==> src/hdl/gpf_pkg.sv <==
// constants shared by the port E/F block and its property checks
package gpf_pkg;
    localparam int PORT_W = 8;
    localparam int ADDR_W = 8;
    localparam int DATA_W = 32;
    // register byte addresses
    localparam logic [7:0] ADR_E_DIRECTION = 8'h00;
    localparam logic [7:0] ADR_E_DATA = 8'h04;
    localparam logic [7:0] ADR_E_LATCH = 8'h08;
    localparam logic [7:0] ADR_F_DIRECTION = 8'h0c;
    localparam logic [7:0] ADR_F_DATA = 8'h10;
    localparam logic [7:0] ADR_F_LATCH = 8'h14;
    localparam logic [7:0] ADR_SLAVE_CTRL = 8'h18;
    localparam logic [7:0] ADR_F_ANALOG = 8'h1c;
    localparam logic [7:0] ADR_ALT_FUNC = 8'h20;
    // reset values
    localparam logic [7:0] DIR_RESET = 8'hff;
    localparam logic [6:0] ANALOG_RESET = 7'h7f;
    localparam logic [3:0] ALT_RESET = 4'h0;
    // slave_port_control fields
    localparam int SPC_IBF = 7;
    localparam int SPC_OBF = 6;
    localparam int SPC_INPUT_OVERFLOW = 5;
    localparam int SPC_MODE = 4;
    // alternate function select fields
    localparam int ALT_CAPTURE_COMPARE_2 = 0;
    localparam int ALT_CMP2 = 1;
    localparam int ALT_CMP1 = 2;
    localparam int ALT_COMPARATOR_REF_OUT = 3;
    // pin positions
    localparam int PIN_E_RD = 0;
    localparam int PIN_E_WR = 1;
    localparam int PIN_E_CS = 2;
    localparam int PIN_E_CAPTURE_COMPARE_2 = 7;
    localparam int PIN_F_CMP2 = 1;
    localparam int PIN_F_CMP1 = 2;
    localparam int PIN_F_COMPARATOR_REF_OUT = 5;
    localparam int ANALOG_PINS = 7;
    localparam logic [2:0] PSP_CTRL_MASK = 3'h7;
endpackage : gpf_pkg

==> src/hdl/gpf_pin_if.sv <==
// signals between the register logic and one pin bank
`timescale 1ns/100ps
`default_nettype none
interface gpf_pin_if;
    logic [7:0] direction;
    logic [7:0] latch;
    logic [7:0] overrideEn;
    logic [7:0] overrideVal;
    logic [7:0] forceInput;
    logic [7:0] pinLevel;
    modport ctrl (output direction, latch, overrideEn, overrideVal, forceInput, input pinLevel);
    modport bank (input direction, latch, overrideEn, overrideVal, forceInput, output pinLevel);
endinterface : gpf_pin_if
`default_nettype wire

==> src/hdl/gpf_pin_bank.sv <==
// one 8-bit pin bank: input synchroniser and output driver per pin
`timescale 1ns/100ps
`default_nettype none
module gpf_pin_bank (
    // clock and reset
    input wire logic sys_clk,
    input wire logic rst,
    // register side
    gpf_pin_if.bank ctl,
    // pins
    input wire logic [7:0] pinIn,
    output logic [7:0] pinOut,
    output logic [7:0] pinOe
);
    typedef struct packed {
        logic [7:0] sync1;
        logic [7:0] sync2;
        logic [7:0] out;
        logic [7:0] oe;
    } gpf_bank_s;

    gpf_bank_s st;
    gpf_bank_s next_st;
    wire logic [7:0] drive;
    wire logic [7:0] value;

    for (genvar i = 0; i < 8; i++) begin : g_pin
        // direction 1 floats the driver, 0 drives; a forced input wins over both
        assign drive[i] = ~ctl.direction[i] & ~ctl.forceInput[i]; // RL1 RL2 RL3 RL9
        // override value only steers the pin, the direction register is left alone
        assign value[i] = ctl.overrideEn[i] ? ctl.overrideVal[i] : ctl.latch[i]; // RL17
    end

    always_comb begin
        next_st = st;
        next_st.sync1 = pinIn;
        next_st.sync2 = st.sync1;
        // drive value is masked so an undriven pin never shows a stale latch bit
        next_st.out = drive & value;
        next_st.oe = drive;
        if (rst) begin
            next_st = '0;
        end
    end

    always_ff @(posedge sys_clk) begin
        st <= next_st;
    end

    assign ctl.pinLevel = st.sync2;
    assign pinOut = st.out;
    assign pinOe = st.oe;
endmodule // gpf_pin_bank
`default_nettype wire

==> src/hdl/gpf_ports.sv <==
// two 8-bit general purpose ports E and F behind a classic wishbone slave
// Operation
// (RL1) direction bit 1 makes port E pin input
// (RL2) direction bit 0 drives port E latch value
// (RL3) port E eight pins, each own direction
// (RL4) port E latch access uses latch, not pins
// (RL5) E pin0 is read strobe in slave mode
// (RL6) E pin1 is write strobe in slave mode
// (RL7) E pin2 is chip select in slave mode
// (RL8) E pin7 carries capture/compare 2 function
// (RL9) port F direction: 1 input, 0 drives latch
// (RL10) port F latch access uses latch, not pins
// (RL11) after reset F pins 6..0 inputs reading 0
// (RL12) software disables comparators, sets digital mode first
// (RL13) F pins 0..6 analog selectable, pin 7 digital
// (RL14) F1 outputs comparator 2, F2 comparator 1
// (RL15) F5 may present comparator reference output
// (RL16) slave select bit enables parallel slave mode
// (RL17) overrides never written into direction register
// (RL18) data reads pins, data writes update latch
// (RL19) direction resets to ones; latches keep value
`timescale 1ns/100ps
`default_nettype none
module gpf_ports (
    // clock and reset
    input wire logic sys_clk,
    input wire logic rst,
    // wishbone slave
    input wire logic wb_cyc_i,
    input wire logic wb_stb_i,
    input wire logic wb_we_i,
    input wire logic [7:0] wb_adr_i,
    input wire logic [3:0] wb_sel_i,
    input wire logic [31:0] wb_dat_i,
    output logic [31:0] wb_dat_o,
    output logic wb_ack_o,
    // port E pins
    input wire logic [7:0] portEIn,
    output logic [7:0] portEOut,
    output logic [7:0] portEOe,
    // port F pins
    input wire logic [7:0] portFIn,
    output logic [7:0] portFOut,
    output logic [7:0] portFOe,
    // parallel slave port logic
    input wire logic inputBufferFull,
    input wire logic outputBufferFull,
    input wire logic inputOverflow,
    output logic parallelSlaveSelect,
    output logic slaveReadStrobe,
    output logic slaveWriteStrobe,
    output logic slaveChipSelect,
    // capture/compare 2
    input wire logic ccp2CompareOut,
    output logic ccp2CaptureIn,
    // comparators and converter
    input wire logic comparator1Out,
    input wire logic comparator2Out,
    output logic [6:0] analogSelect,
    output logic comparatorRefOutEnable
);
    typedef struct packed {
        logic [7:0] eDir;
        logic [7:0] eLatch;
        logic [7:0] fDir;
        logic [7:0] fLatch;
        logic parallel_slave_select;
        logic [6:0] fAnalog;
        logic [3:0] altFunc;
        logic ack;
        logic [31:0] rdata;
    } gpf_regs_s;

    gpf_regs_s st;
    gpf_regs_s next_st;

    gpf_pin_if eBus ();
    gpf_pin_if fBus ();

    logic req;
    logic wrByte;
    logic [7:0] wrData;
    logic [7:0] fDigitalLevel;
    logic [7:0] slaveCtrlRead;
    logic [31:0] readMux;

    assign req = wb_cyc_i & wb_stb_i;
    // only byte lane 0 carries register bits; the write lands on the acking edge
    assign wrByte = req & wb_we_i & st.ack & wb_sel_i[0];
    assign wrData = wb_dat_i[7:0];

    // analog pins have their digital input buffer off and read as zero
    assign fDigitalLevel = fBus.pinLevel & ~{1'b0, st.fAnalog}; // RL11 RL13

    always_comb begin
        slaveCtrlRead = '0;
        slaveCtrlRead[gpf_pkg::SPC_IBF] = inputBufferFull;
        slaveCtrlRead[gpf_pkg::SPC_OBF] = outputBufferFull;
        slaveCtrlRead[gpf_pkg::SPC_INPUT_OVERFLOW] = inputOverflow;
        slaveCtrlRead[gpf_pkg::SPC_MODE] = st.parallel_slave_select;
    end

    always_comb begin
        readMux = '0;
        if (wb_adr_i == gpf_pkg::ADR_E_DIRECTION) begin
            readMux[7:0] = st.eDir;
        end else if (wb_adr_i == gpf_pkg::ADR_E_DATA) begin
            readMux[7:0] = eBus.pinLevel; // RL18
        end else if (wb_adr_i == gpf_pkg::ADR_E_LATCH) begin
            readMux[7:0] = st.eLatch; // RL4
        end else if (wb_adr_i == gpf_pkg::ADR_F_DIRECTION) begin
            readMux[7:0] = st.fDir;
        end else if (wb_adr_i == gpf_pkg::ADR_F_DATA) begin
            readMux[7:0] = fDigitalLevel; // RL18
        end else if (wb_adr_i == gpf_pkg::ADR_F_LATCH) begin
            readMux[7:0] = st.fLatch; // RL10
        end else if (wb_adr_i == gpf_pkg::ADR_SLAVE_CTRL) begin
            readMux[7:0] = slaveCtrlRead;
        end else if (wb_adr_i == gpf_pkg::ADR_F_ANALOG) begin
            readMux[6:0] = st.fAnalog;
        end else if (wb_adr_i == gpf_pkg::ADR_ALT_FUNC) begin
            readMux[3:0] = st.altFunc;
        end
    end

    always_comb begin
        next_st = st;
        // ack for one cycle per request, then drop so the master can release
        next_st.ack = req & ~st.ack;
        if (req & ~st.ack) begin
            next_st.rdata = readMux;
        end
        if (wrByte) begin
            if (wb_adr_i == gpf_pkg::ADR_E_DIRECTION) begin
                next_st.eDir = wrData; // RL3
            end else if (wb_adr_i == gpf_pkg::ADR_E_DATA) begin
                next_st.eLatch = wrData; // RL18
            end else if (wb_adr_i == gpf_pkg::ADR_E_LATCH) begin
                next_st.eLatch = wrData; // RL4
            end else if (wb_adr_i == gpf_pkg::ADR_F_DIRECTION) begin
                next_st.fDir = wrData;
            end else if (wb_adr_i == gpf_pkg::ADR_F_DATA) begin
                next_st.fLatch = wrData; // RL18
            end else if (wb_adr_i == gpf_pkg::ADR_F_LATCH) begin
                next_st.fLatch = wrData; // RL10
            end else if (wb_adr_i == gpf_pkg::ADR_SLAVE_CTRL) begin
                next_st.parallel_slave_select = wrData[gpf_pkg::SPC_MODE]; // RL16
            end else if (wb_adr_i == gpf_pkg::ADR_F_ANALOG) begin
                next_st.fAnalog = wrData[6:0]; // RL13
            end else if (wb_adr_i == gpf_pkg::ADR_ALT_FUNC) begin
                next_st.altFunc = wrData[3:0];
            end
        end
        // latches are data, not control: no reset touches them
        if (rst) begin
            next_st.eDir = gpf_pkg::DIR_RESET; // RL19
            next_st.fDir = gpf_pkg::DIR_RESET; // RL11 RL19
            next_st.parallel_slave_select = 1'b0;
            next_st.fAnalog = gpf_pkg::ANALOG_RESET; // RL11
            next_st.altFunc = gpf_pkg::ALT_RESET;
            next_st.ack = 1'b0;
            next_st.rdata = '0;
        end
    end

    always_ff @(posedge sys_clk) begin
        st <= next_st;
    end

    // port E bank wiring
    always_comb begin
        eBus.direction = st.eDir;
        eBus.latch = st.eLatch;
        eBus.overrideEn = '0;
        eBus.overrideVal = '0;
        eBus.forceInput = '0;
        // slave mode takes the three control pins as inputs whatever the direction bits say
        eBus.forceInput[2:0] = st.parallel_slave_select ? gpf_pkg::PSP_CTRL_MASK : 3'h0; // RL5 RL6 RL7 RL16
        eBus.overrideEn[gpf_pkg::PIN_E_CAPTURE_COMPARE_2] = st.altFunc[gpf_pkg::ALT_CAPTURE_COMPARE_2]; // RL8
        eBus.overrideVal[gpf_pkg::PIN_E_CAPTURE_COMPARE_2] = ccp2CompareOut; // RL8
    end

    // port F bank wiring
    always_comb begin
        fBus.direction = st.fDir;
        fBus.latch = st.fLatch;
        fBus.overrideEn = '0;
        fBus.overrideVal = '0;
        fBus.forceInput = '0;
        fBus.overrideEn[gpf_pkg::PIN_F_CMP2] = st.altFunc[gpf_pkg::ALT_CMP2]; // RL14
        fBus.overrideVal[gpf_pkg::PIN_F_CMP2] = comparator2Out; // RL14
        fBus.overrideEn[gpf_pkg::PIN_F_CMP1] = st.altFunc[gpf_pkg::ALT_CMP1]; // RL14
        fBus.overrideVal[gpf_pkg::PIN_F_CMP1] = comparator1Out; // RL14
        // reference voltage is analog: the digital driver must stay off
        fBus.forceInput[gpf_pkg::PIN_F_COMPARATOR_REF_OUT] = st.altFunc[gpf_pkg::ALT_COMPARATOR_REF_OUT]; // RL15
    end

    gpf_pin_bank u_bank_e (
        .sys_clk(sys_clk),
        .rst(rst),
        .ctl(eBus),
        .pinIn(portEIn),
        .pinOut(portEOut),
        .pinOe(portEOe)
    );

    gpf_pin_bank u_bank_f (
        .sys_clk(sys_clk),
        .rst(rst),
        .ctl(fBus),
        .pinIn(portFIn),
        .pinOut(portFOut),
        .pinOe(portFOe)
    );

    // software must clear comparator and analog use before relying on digital F pins
    assign analogSelect = st.fAnalog; // RL12 RL13
    assign comparatorRefOutEnable = st.altFunc[gpf_pkg::ALT_COMPARATOR_REF_OUT]; // RL15

    // control inputs only mean something in slave mode; idle level otherwise
    assign parallelSlaveSelect = st.parallel_slave_select; // RL16
    assign slaveReadStrobe = st.parallel_slave_select & eBus.pinLevel[gpf_pkg::PIN_E_RD]; // RL5
    assign slaveWriteStrobe = st.parallel_slave_select & eBus.pinLevel[gpf_pkg::PIN_E_WR]; // RL6
    assign slaveChipSelect = st.parallel_slave_select & eBus.pinLevel[gpf_pkg::PIN_E_CS]; // RL7
    assign ccp2CaptureIn = eBus.pinLevel[gpf_pkg::PIN_E_CAPTURE_COMPARE_2]; // RL8

    assign wb_ack_o = st.ack;
    assign wb_dat_o = st.rdata;
endmodule // gpf_ports
`default_nettype wire

==> config.mk <==
export PLATFORM = sky130hd
export DESIGN_NAME = gpf_ports
export DESIGN_NICKNAME = d
export VERILOG_FILES = /design/src/hdl/gpf_pkg.sv /design/src/hdl/gpf_pin_if.sv /design/src/hdl/gpf_pin_bank.sv /design/src/hdl/gpf_ports.sv
export SDC_FILE = /design/constraint.sdc
export NUM_CORES = 1
export LEC_CHECK = 0
export ABC_CLOCK_PERIOD_IN_PS = 3200
export BUFFER_PORTS_ARGS = -buffer_cell sky130_fd_sc_hd__clkbuf_2
export CAP_MARGIN = 10
export CORE_ASPECT_RATIO = 0.75
export CORE_MARGIN = 2
export CORE_UTILIZATION = 51
export DETAILED_ROUTE_END_ITERATION = 7
export PLACE_DENSITY_LB_ADDON = 0.05
export SLEW_MARGIN = 40
export SYNTH_ARGS = -nofsm -noshare
export SYNTH_HDL_FRONTEND = slang
export SYNTH_SLANG_ARGS = --single-unit
==> constraint.sdc <==
create_clock -name sys_clk -period 3.2 [get_ports sys_clk]
set_input_delay 0.48 -clock sys_clk [delete_from_list [all_inputs] [get_ports sys_clk]]
set_output_delay 0.48 -clock sys_clk [all_outputs]
set_load 0.005 [all_outputs]
==> qor.yml, run 1 <==
setup_viol: 0
synthCells: 484
coreArea_sq_mm: 0.00916
critPathBufInv: 1
rows: 30
crit_path_end_kind: "register"
post-route-drc-count: 0
final.setup.tns_ns: 0
fmax_mhz: 453
die_w_um: 117
reg2reg_slack_ns: 1.37
grt_pass1_vias: 3434
critPathRequiredTime_ns: 3.25
cts_resized: 0
routed_via_density: 5.37
syn_avg_cell_area_sq_um: 10.1
whs_endpoint: "u_bank_e.st[24]"
start_kind: "input port"
period_minus_slack_ns: 2.21
place_congestion: 0.859
power.leakage_nw: 2.41
cts_made_buffers: 17
holdPathStages: 2
fill_cells: 772
cp.arrival_ns: 2.25
async_reset_ff_frac: 0
track_usage: 0.240
multiInputGateArea_sq_mm: 0.00189
period_share: 0.690
seq_area_frac_synth: 0.514
route.detailed.wl_per_inst_um: 17.0
critPathKind: "input port to register"
drt_iter0_drc: 279
worstRegToRegCells: 5
post_cts.repair.setup_buffers: 0
reg2reg_from: "wb_ack_o"
rsz0062_at_grt: "false"
nets: 624
cts_hold_buf: 0
worst_slew_pin_slew_ns: 0.790
critPathMaxStageDelay_ns: 0.85
synthToLayoutAreaGrowth_pct: 18.7
path_cells: "clkbuf_2 -> or4b_2 -> nor3_1 -> and2_1"
power_density_mw_per_mm2: 617
path_clk_slew_ns: 0.05
drv_cap: 0
r2r-end: "fBus.direction[1]"
finalWirelength_um: 11800
fp.dieH_um: 88.6
final_max_slew_viol_count: 0
drtAntennaViolNets: 0
dr.pass1.iters: 5
synth_fa_ha_area_frac: 0
dieArea_sq_mm: 0.0103
skew_ns: 0.00692
final_layout_size_suffix_gt1_frac: 0.269
cpLargestDelayFamily: "simple AND/OR/NAND/NOR gates"
routed-via-count: 3730
antenna_found_initial: 0
synth_compound_area_frac: 0.123
io_buffers: 97
place_inst: 662
io_pins: 149
critPathSlowestCell: "or4b_2"
synthMuxAreaShare: 0.0363
h-tree-depth: 4
synth_top_family_by_area: "simple AND/OR/NAND/NOR gates"
dp_hpwl_um: 8430
status: "finished, final reports clean"
slew_headroom: 0.473
crit_fanout: 9
initial_core_util: 0.531
grt_max_degree: 56
synth-edff-count: 16
synth_area_sq_mm: 0.00486
clkSinkCount: 117
seqCellArea_sq_mm: 0.00250
gr-total-overflow: 0
synthXorXnorAreaFrac: 0.00180
diodes: 0
hold_start: "portEIn[0]"
grt_first_pass_wirelength_um: 18100
synth_ff_type: "dfxtp_1"
cts_tree: "yes"
clockRootBuffer: "clkbuf_16"
cts_buffer_depth: 2
synth-simple-area-share: 0.208
yosysWarnings: 0
layout.cells.non_filler: 694
synth.ff_latch_count: 117
hold_violations: 0
yosys.cell_types.count: 51
clk-insertion-delay-late_ns: 0.41
irDropWorstVdd_uv: 462
worstHoldPathType: "input port to register"
synth_stat cells (2+ instances only):
cell	n	share of area
edfxtp_1	16	0.099
a211oi_1	2	0.0031
nand4_1	3	0.0039
mux2i_1	12	0.025
and2_1	14	0.018
a21oi_1	9	0.0093
or4_4	2	0.0046
nor2b_1	37	0.048
buf_4	56	0.086
o22a_1	2	0.0036
nand2_1	12	0.0093
nor3_1	17	0.017
o2111a_1	2	0.0046
inv_1	11	0.0085
o211a_1	2	0.0041
clkbuf_1	20	0.015
and3_1	7	0.0090
mux2_2	5	0.012
and2_0	9	0.012
buf_2	2	0.0021
a222oi_1	2	0.0041
nand2b_1	3	0.0039
o32ai_1	6	0.011
o21ai_0	16	0.016
a211o_1	17	0.031
buf_1	3	0.0023
nor4_1	2	0.0026
nand3b_1	11	0.017
o22ai_1	5	0.0064
a221o_1	3	0.0062
nand3_1	13	0.013
dfxtp_1	101	0.42
a311oi_1	3	0.0054
a221oi_1	2	0.0036
or4b_2	4	0.0082
a22o_1	3	0.0054
nor2_1	33	0.025
or4_1	3	0.0046
a31oi_1	2	0.0026
per-layer routing:
metal,wire length [um],part of all wire,GRT usage,up-vias
li1,-,-,-,1780
met1,5410,0.46,0.325,1767
met2,5320,0.45,0.366,170
met3,908,0.077,0.0808,13
met4,170,0.014,0.0770,0
met5,0,0,0,-
how the worst max path moves through the flow:
stage                            from            end  slack [ns]  cells after the start
after floorplan           wb_adr_i[7]  eBus.latch[0]        0.82                      3
after global placement    wb_adr_i[7]  fBus.latch[4]        0.61                      4
after detailed placement  wb_adr_i[7]  fBus.latch[5]        0.56                      4
after CTS                 wb_adr_i[7]  fBus.latch[0]        1.02                      4
after global routing      wb_adr_i[7]  fBus.latch[7]        0.89                      4
final                     wb_adr_i[7]  fBus.latch[0]        0.99                      4
layout by cell type (no fill, tap or decap), types with 4 or more instances in the layout:
master,count
nor3_1,17
nand3_1,13
mux2i_1,12
and3_1,7
a21oi_1,9
or4b_2,4
and2_0,9
o21ai_0,16
nor2b_1,37
o22ai_1,5
o32ai_1,6
dfxtp_1,101
nand2_1,12
edfxtp_1,16
clkinv_2,6
a211o_1,17
buf_4,11
nand3b_1,11
and2_1,14
nor2_1,33
clkbuf_16,18
mux2_2,5
clkbuf_2,97
conb_1,24
inv_1,11
flip-flops by register name (all words and copies together), names as in the netlist, 8 cells and up:
| name | count |
|---|---|
| fBus.direction | 8 |
| u_bank_e.pinOe | 8 |
| wb_dat_o | 8 |
| u_bank_f.ctl.pinLevel | 8 |
| u_bank_f.st | 8 |
| u_bank_f.pinOe | 8 |
| u_bank_f.pinOut | 8 |
| eBus.direction | 8 |
| u_bank_e.ctl.pinLevel | 8 |
| eBus.latch | 8 |
| u_bank_e.st | 8 |
| u_bank_e.pinOut | 8 |
| fBus.latch | 8 |
layout make-up:
type                       instances  area share
multi-input combinational        297       0.327
timing repair buffer             109       0.102
sequential                       117       0.433
clock buffer                      23      0.0865
clock inverter                     9      0.0169
tap                              128      0.0277
inverter                          11     0.00715
metrics by stage:
step	worst slack, ns	hold slack (ns)	power (mW)	area (sq um)	utilization
detailed placement	0.561	0.423	1.72	5180	0.565
global placement	0.613	0.419	1.71	5180	0.565
global route	0.886	0.273	3.67	5770	0.630
CTS	1.02	0.265	3.58	5770	0.630
finish	0.991	0.278	3.56	5770	0.630
floorplan	0.824	0.400	1.67	4950	-
cells by family after synthesis:
family,Yosys count
AND/OR/NAND/NOR,175
other,1
flip-flops,117
AO/OA/AOI/OAI,80
XOR/XNOR,1
buffers and inverters,93
multiplexers,17
report_power, final:
part | internal (mW) | switching [mW] | leakage, nW
combinational | 0.0655 | 0.103 | 1.15
sequential | 1.51 | 0.00787 | 0.966
clock | 1.24 | 0.633 | 0.298
No activity file was read; power rests on OpenSTA's default activity.
==> run 2, diff against run 1 <==
- ABC_CLOCK_PERIOD_IN_PS: 3200 -> 2100
- clock period: 3.2 -> 2.1 ns (I/O delays scaled with it)
==> run 2 against run 1 <==
Power up 46%. Clock-buffer cell count down 2. Sequential share of layout area is 1.2 points lower. Sequential cell count unchanged. Clock power up 39%. Via count increased by 2.8%. Sequential power increased by 52%. Hold slack got worse by 0.18 ns. Setup slack worse by 0.67 ns. First-iteration DRC count increased by 7.2%. Die area did not move. Critical path type unchanged. Largest power group unchanged.
==> qor.yml, run 2 (synthesized netlist as in run 1, its figures left out) <==
clkPwrFrac: 0.502  # -0.024
hold_start: "portEIn[4]"
met1_usage: 0.354  # +0.0296
die_w_um: 117  # unchanged
final_max_slew_viol_count: 0  # unchanged
power_density_mw_per_mm2: 879  # +42%
rows: 30  # unchanged
final_layout_size_suffix_gt1_frac: 0.302  # +0.0331
io_pins: 149  # unchanged
clockRootBuffer: "clkbuf_16"
hold_violations: 0  # unchanged
antenna_found_initial: 0  # unchanged
critPathSlowestCell: "or4_4"
sw_frac_of_total: 0.230  # +0.0214
comb_power_share: 0.055  # +0.008
critPathRequiredTime_ns: 2.39  # -0.86 ns
critPathKind: "input port to register"
path_cells: "clkbuf_2 -> or4_4 -> or4_4 -> and2_0 -> a211o_1"
status: "finished, final reports clean"
setup_viol: 0  # unchanged
synthToLayoutAreaGrowth_pct: 22.0
worstRegToRegCells: 4  # -1
period_share: 0.848
use_met2: 0.390  # +0.0247
cts_tree: "yes"
grt_first_pass_wirelength_um: 19200  # +6.4%
top_usage_layer: "met2"
track_usage: 0.257  # +0.0172
initial_core_util: 0.531  # unchanged
coreArea_sq_mm: 0.00916  # unchanged
dp_hpwl_um: 9120  # +8.2%
cts_buffer_depth: 2  # unchanged
critPathMaxStageDelay_ns: 0.64  # -0.21 ns
crit_start: "wb_adr_i[7]"
holdPathStages: 2  # unchanged
fmax_mhz: 562
routed_via_density: 5.34  # -0.60%
clk-insertion-delay-late_ns: 0.42  # about the same
diodes: 0  # unchanged
fp.dieH_um: 88.6  # unchanged
cts_hold_buf: 0  # unchanged
whs_endpoint: "u_bank_e.st[28]"
fin_ws_ns: 0.319  # -0.672 ns
gr-total-overflow: 0  # unchanged
p_int_mw: 4.02  # +42%
cpMostUsedCell: "or4_4"
worstHoldPathType: "input port to register"
grt_max_degree: 50  # -11%
route.detailed.wl_per_inst_um: 17.4  # +2.4%
place_congestion: 0.913  # +6.4%
irDropWorstVdd_uv: 722  # +56%
post-route-drc-count: 0  # unchanged
nets: 648  # +3.8%
place_ws_ns: -0.0953  # -0.656 ns
crit_fanout: 8  # -1
drv_cap: 0  # unchanged
cts_resized: 0  # unchanged
dr.pass1.iters: 5  # unchanged
drtAntennaViolNets: 0  # unchanged
skew_ns: 0.0155  # +0.00856 ns
cts_made_buffers: 17  # unchanged
switchingPower_mw: 1.20  # +61%
routed-via-count: 3836  # +2.8%
finalWirelength_um: 12500  # +6.0%
h-tree-depth: 4  # unchanged
period_minus_slack_ns: 1.78
grt_pass1_vias: 3525  # +2.6%
dieArea_sq_mm: 0.0103  # unchanged
io_buffers: 97  # unchanged
reg2reg_slack_ns: 0.34  # -1.03 ns
drt_iter0_drc: 299  # +7.2%
layout_common_cells: "dfxtp_1, clkbuf_2, nor2b_1"
post_cts.repair.setup_buffers: 0  # unchanged
power.leakage_nw: 2.49  # +3.3%
final_common_cell: "dfxtp_1"
use_met3: 0.0712  # -0.00959
cp.arrival_ns: 2.08  # -0.17 ns
r2r-end: "eBus.direction[1]"
power_frac_seq: 0.443  # +0.017
rsz0062_at_grt: "false"
path_clk_slew_ns: 0.06  # about the same
clkSinkCount: 117  # unchanged
crit_path_end_kind: "register"
start_kind: "input port"
reg2reg_from: "wb_ack_o"
final.setup.tns_ns: 0  # unchanged
## run 2: cell count changes in the layout (fill, tap and decap cells not counted), sizes merged
| cell | change |
|---|---|
| clkbuf | -2 |
| clkinvlp | +4 |
| buf | +24 |
| inv | +3 |
| bufinv | -2 |
| clkinv | -3 |
## run 2: routing by layer
layer | wire (um) | share of wire
met4 | 215 | 0.017
met2 | 5620 | 0.45
met5 | 0 | 0
met1 | 5620 | 0.45
met3 | 1060 | 0.084
## run 2: how the worst max path moves through the flow
stage	end	depth (start not counted)
after detailed placement	eBus.direction[1]	5
after global placement	eBus.direction[2]	5
after floorplan	fBus.latch[0]	4
after global routing	eBus.direction[4]	4
final	eBus.direction[1]	5
after CTS	eBus.direction[1]	5
## run 2: worst max-delay path: cells and delay by family
kind,cells,cell delay [ns]
simple gates,3,1.40
compound gates,1,0.26
buf+inv,1,0.10
## run 2: final cells by class
cell class                      instances  area (sq um)
Clock buffer                           21           470
Clock inverter                         11          76.3
Fill cell                             806          3220
Inverter                               11          41.3
Multi-Input combinational cell        297          1890
Sequential cell                       117          2500
Tap cell                              128           160
Timing Repair Buffer                  133           793
## run 2: power groups by stage
| stage | clock network [mW] | logic, mW | registers [mW] |
|---|---|---|---|
| after detailed placement | 0 | 0.283 | 2.36 |
| after CTS | 2.67 | 0.285 | 2.31 |
| after global routing | 2.80 | 0.316 | 2.32 |
| after global placement | 0 | 0.280 | 2.36 |
| final | 2.62 | 0.287 | 2.31 |
| after floorplan | 0 | 0.185 | 2.36 |
## run 2: metrics by stage
step | utilization | power (mW) | hold slack, ns | std cells | area [sq um]
6_report | 0.648 | 5.22 | 0.101 | 718 | 5930
5_1_grt | 0.648 | 5.43 | 0.103 | 718 | 5930
4_1_cts | 0.648 | 5.26 | 0.0966 | 718 | 5930
3_5_place_dp | 0.588 | 2.64 | 0.422 | 686 | 5390
3_3_place_gp | 0.588 | 2.64 | 0.419 | 686 | 5390
2_1_floorplan | - | 2.54 | 0.400 | 507 | 4960
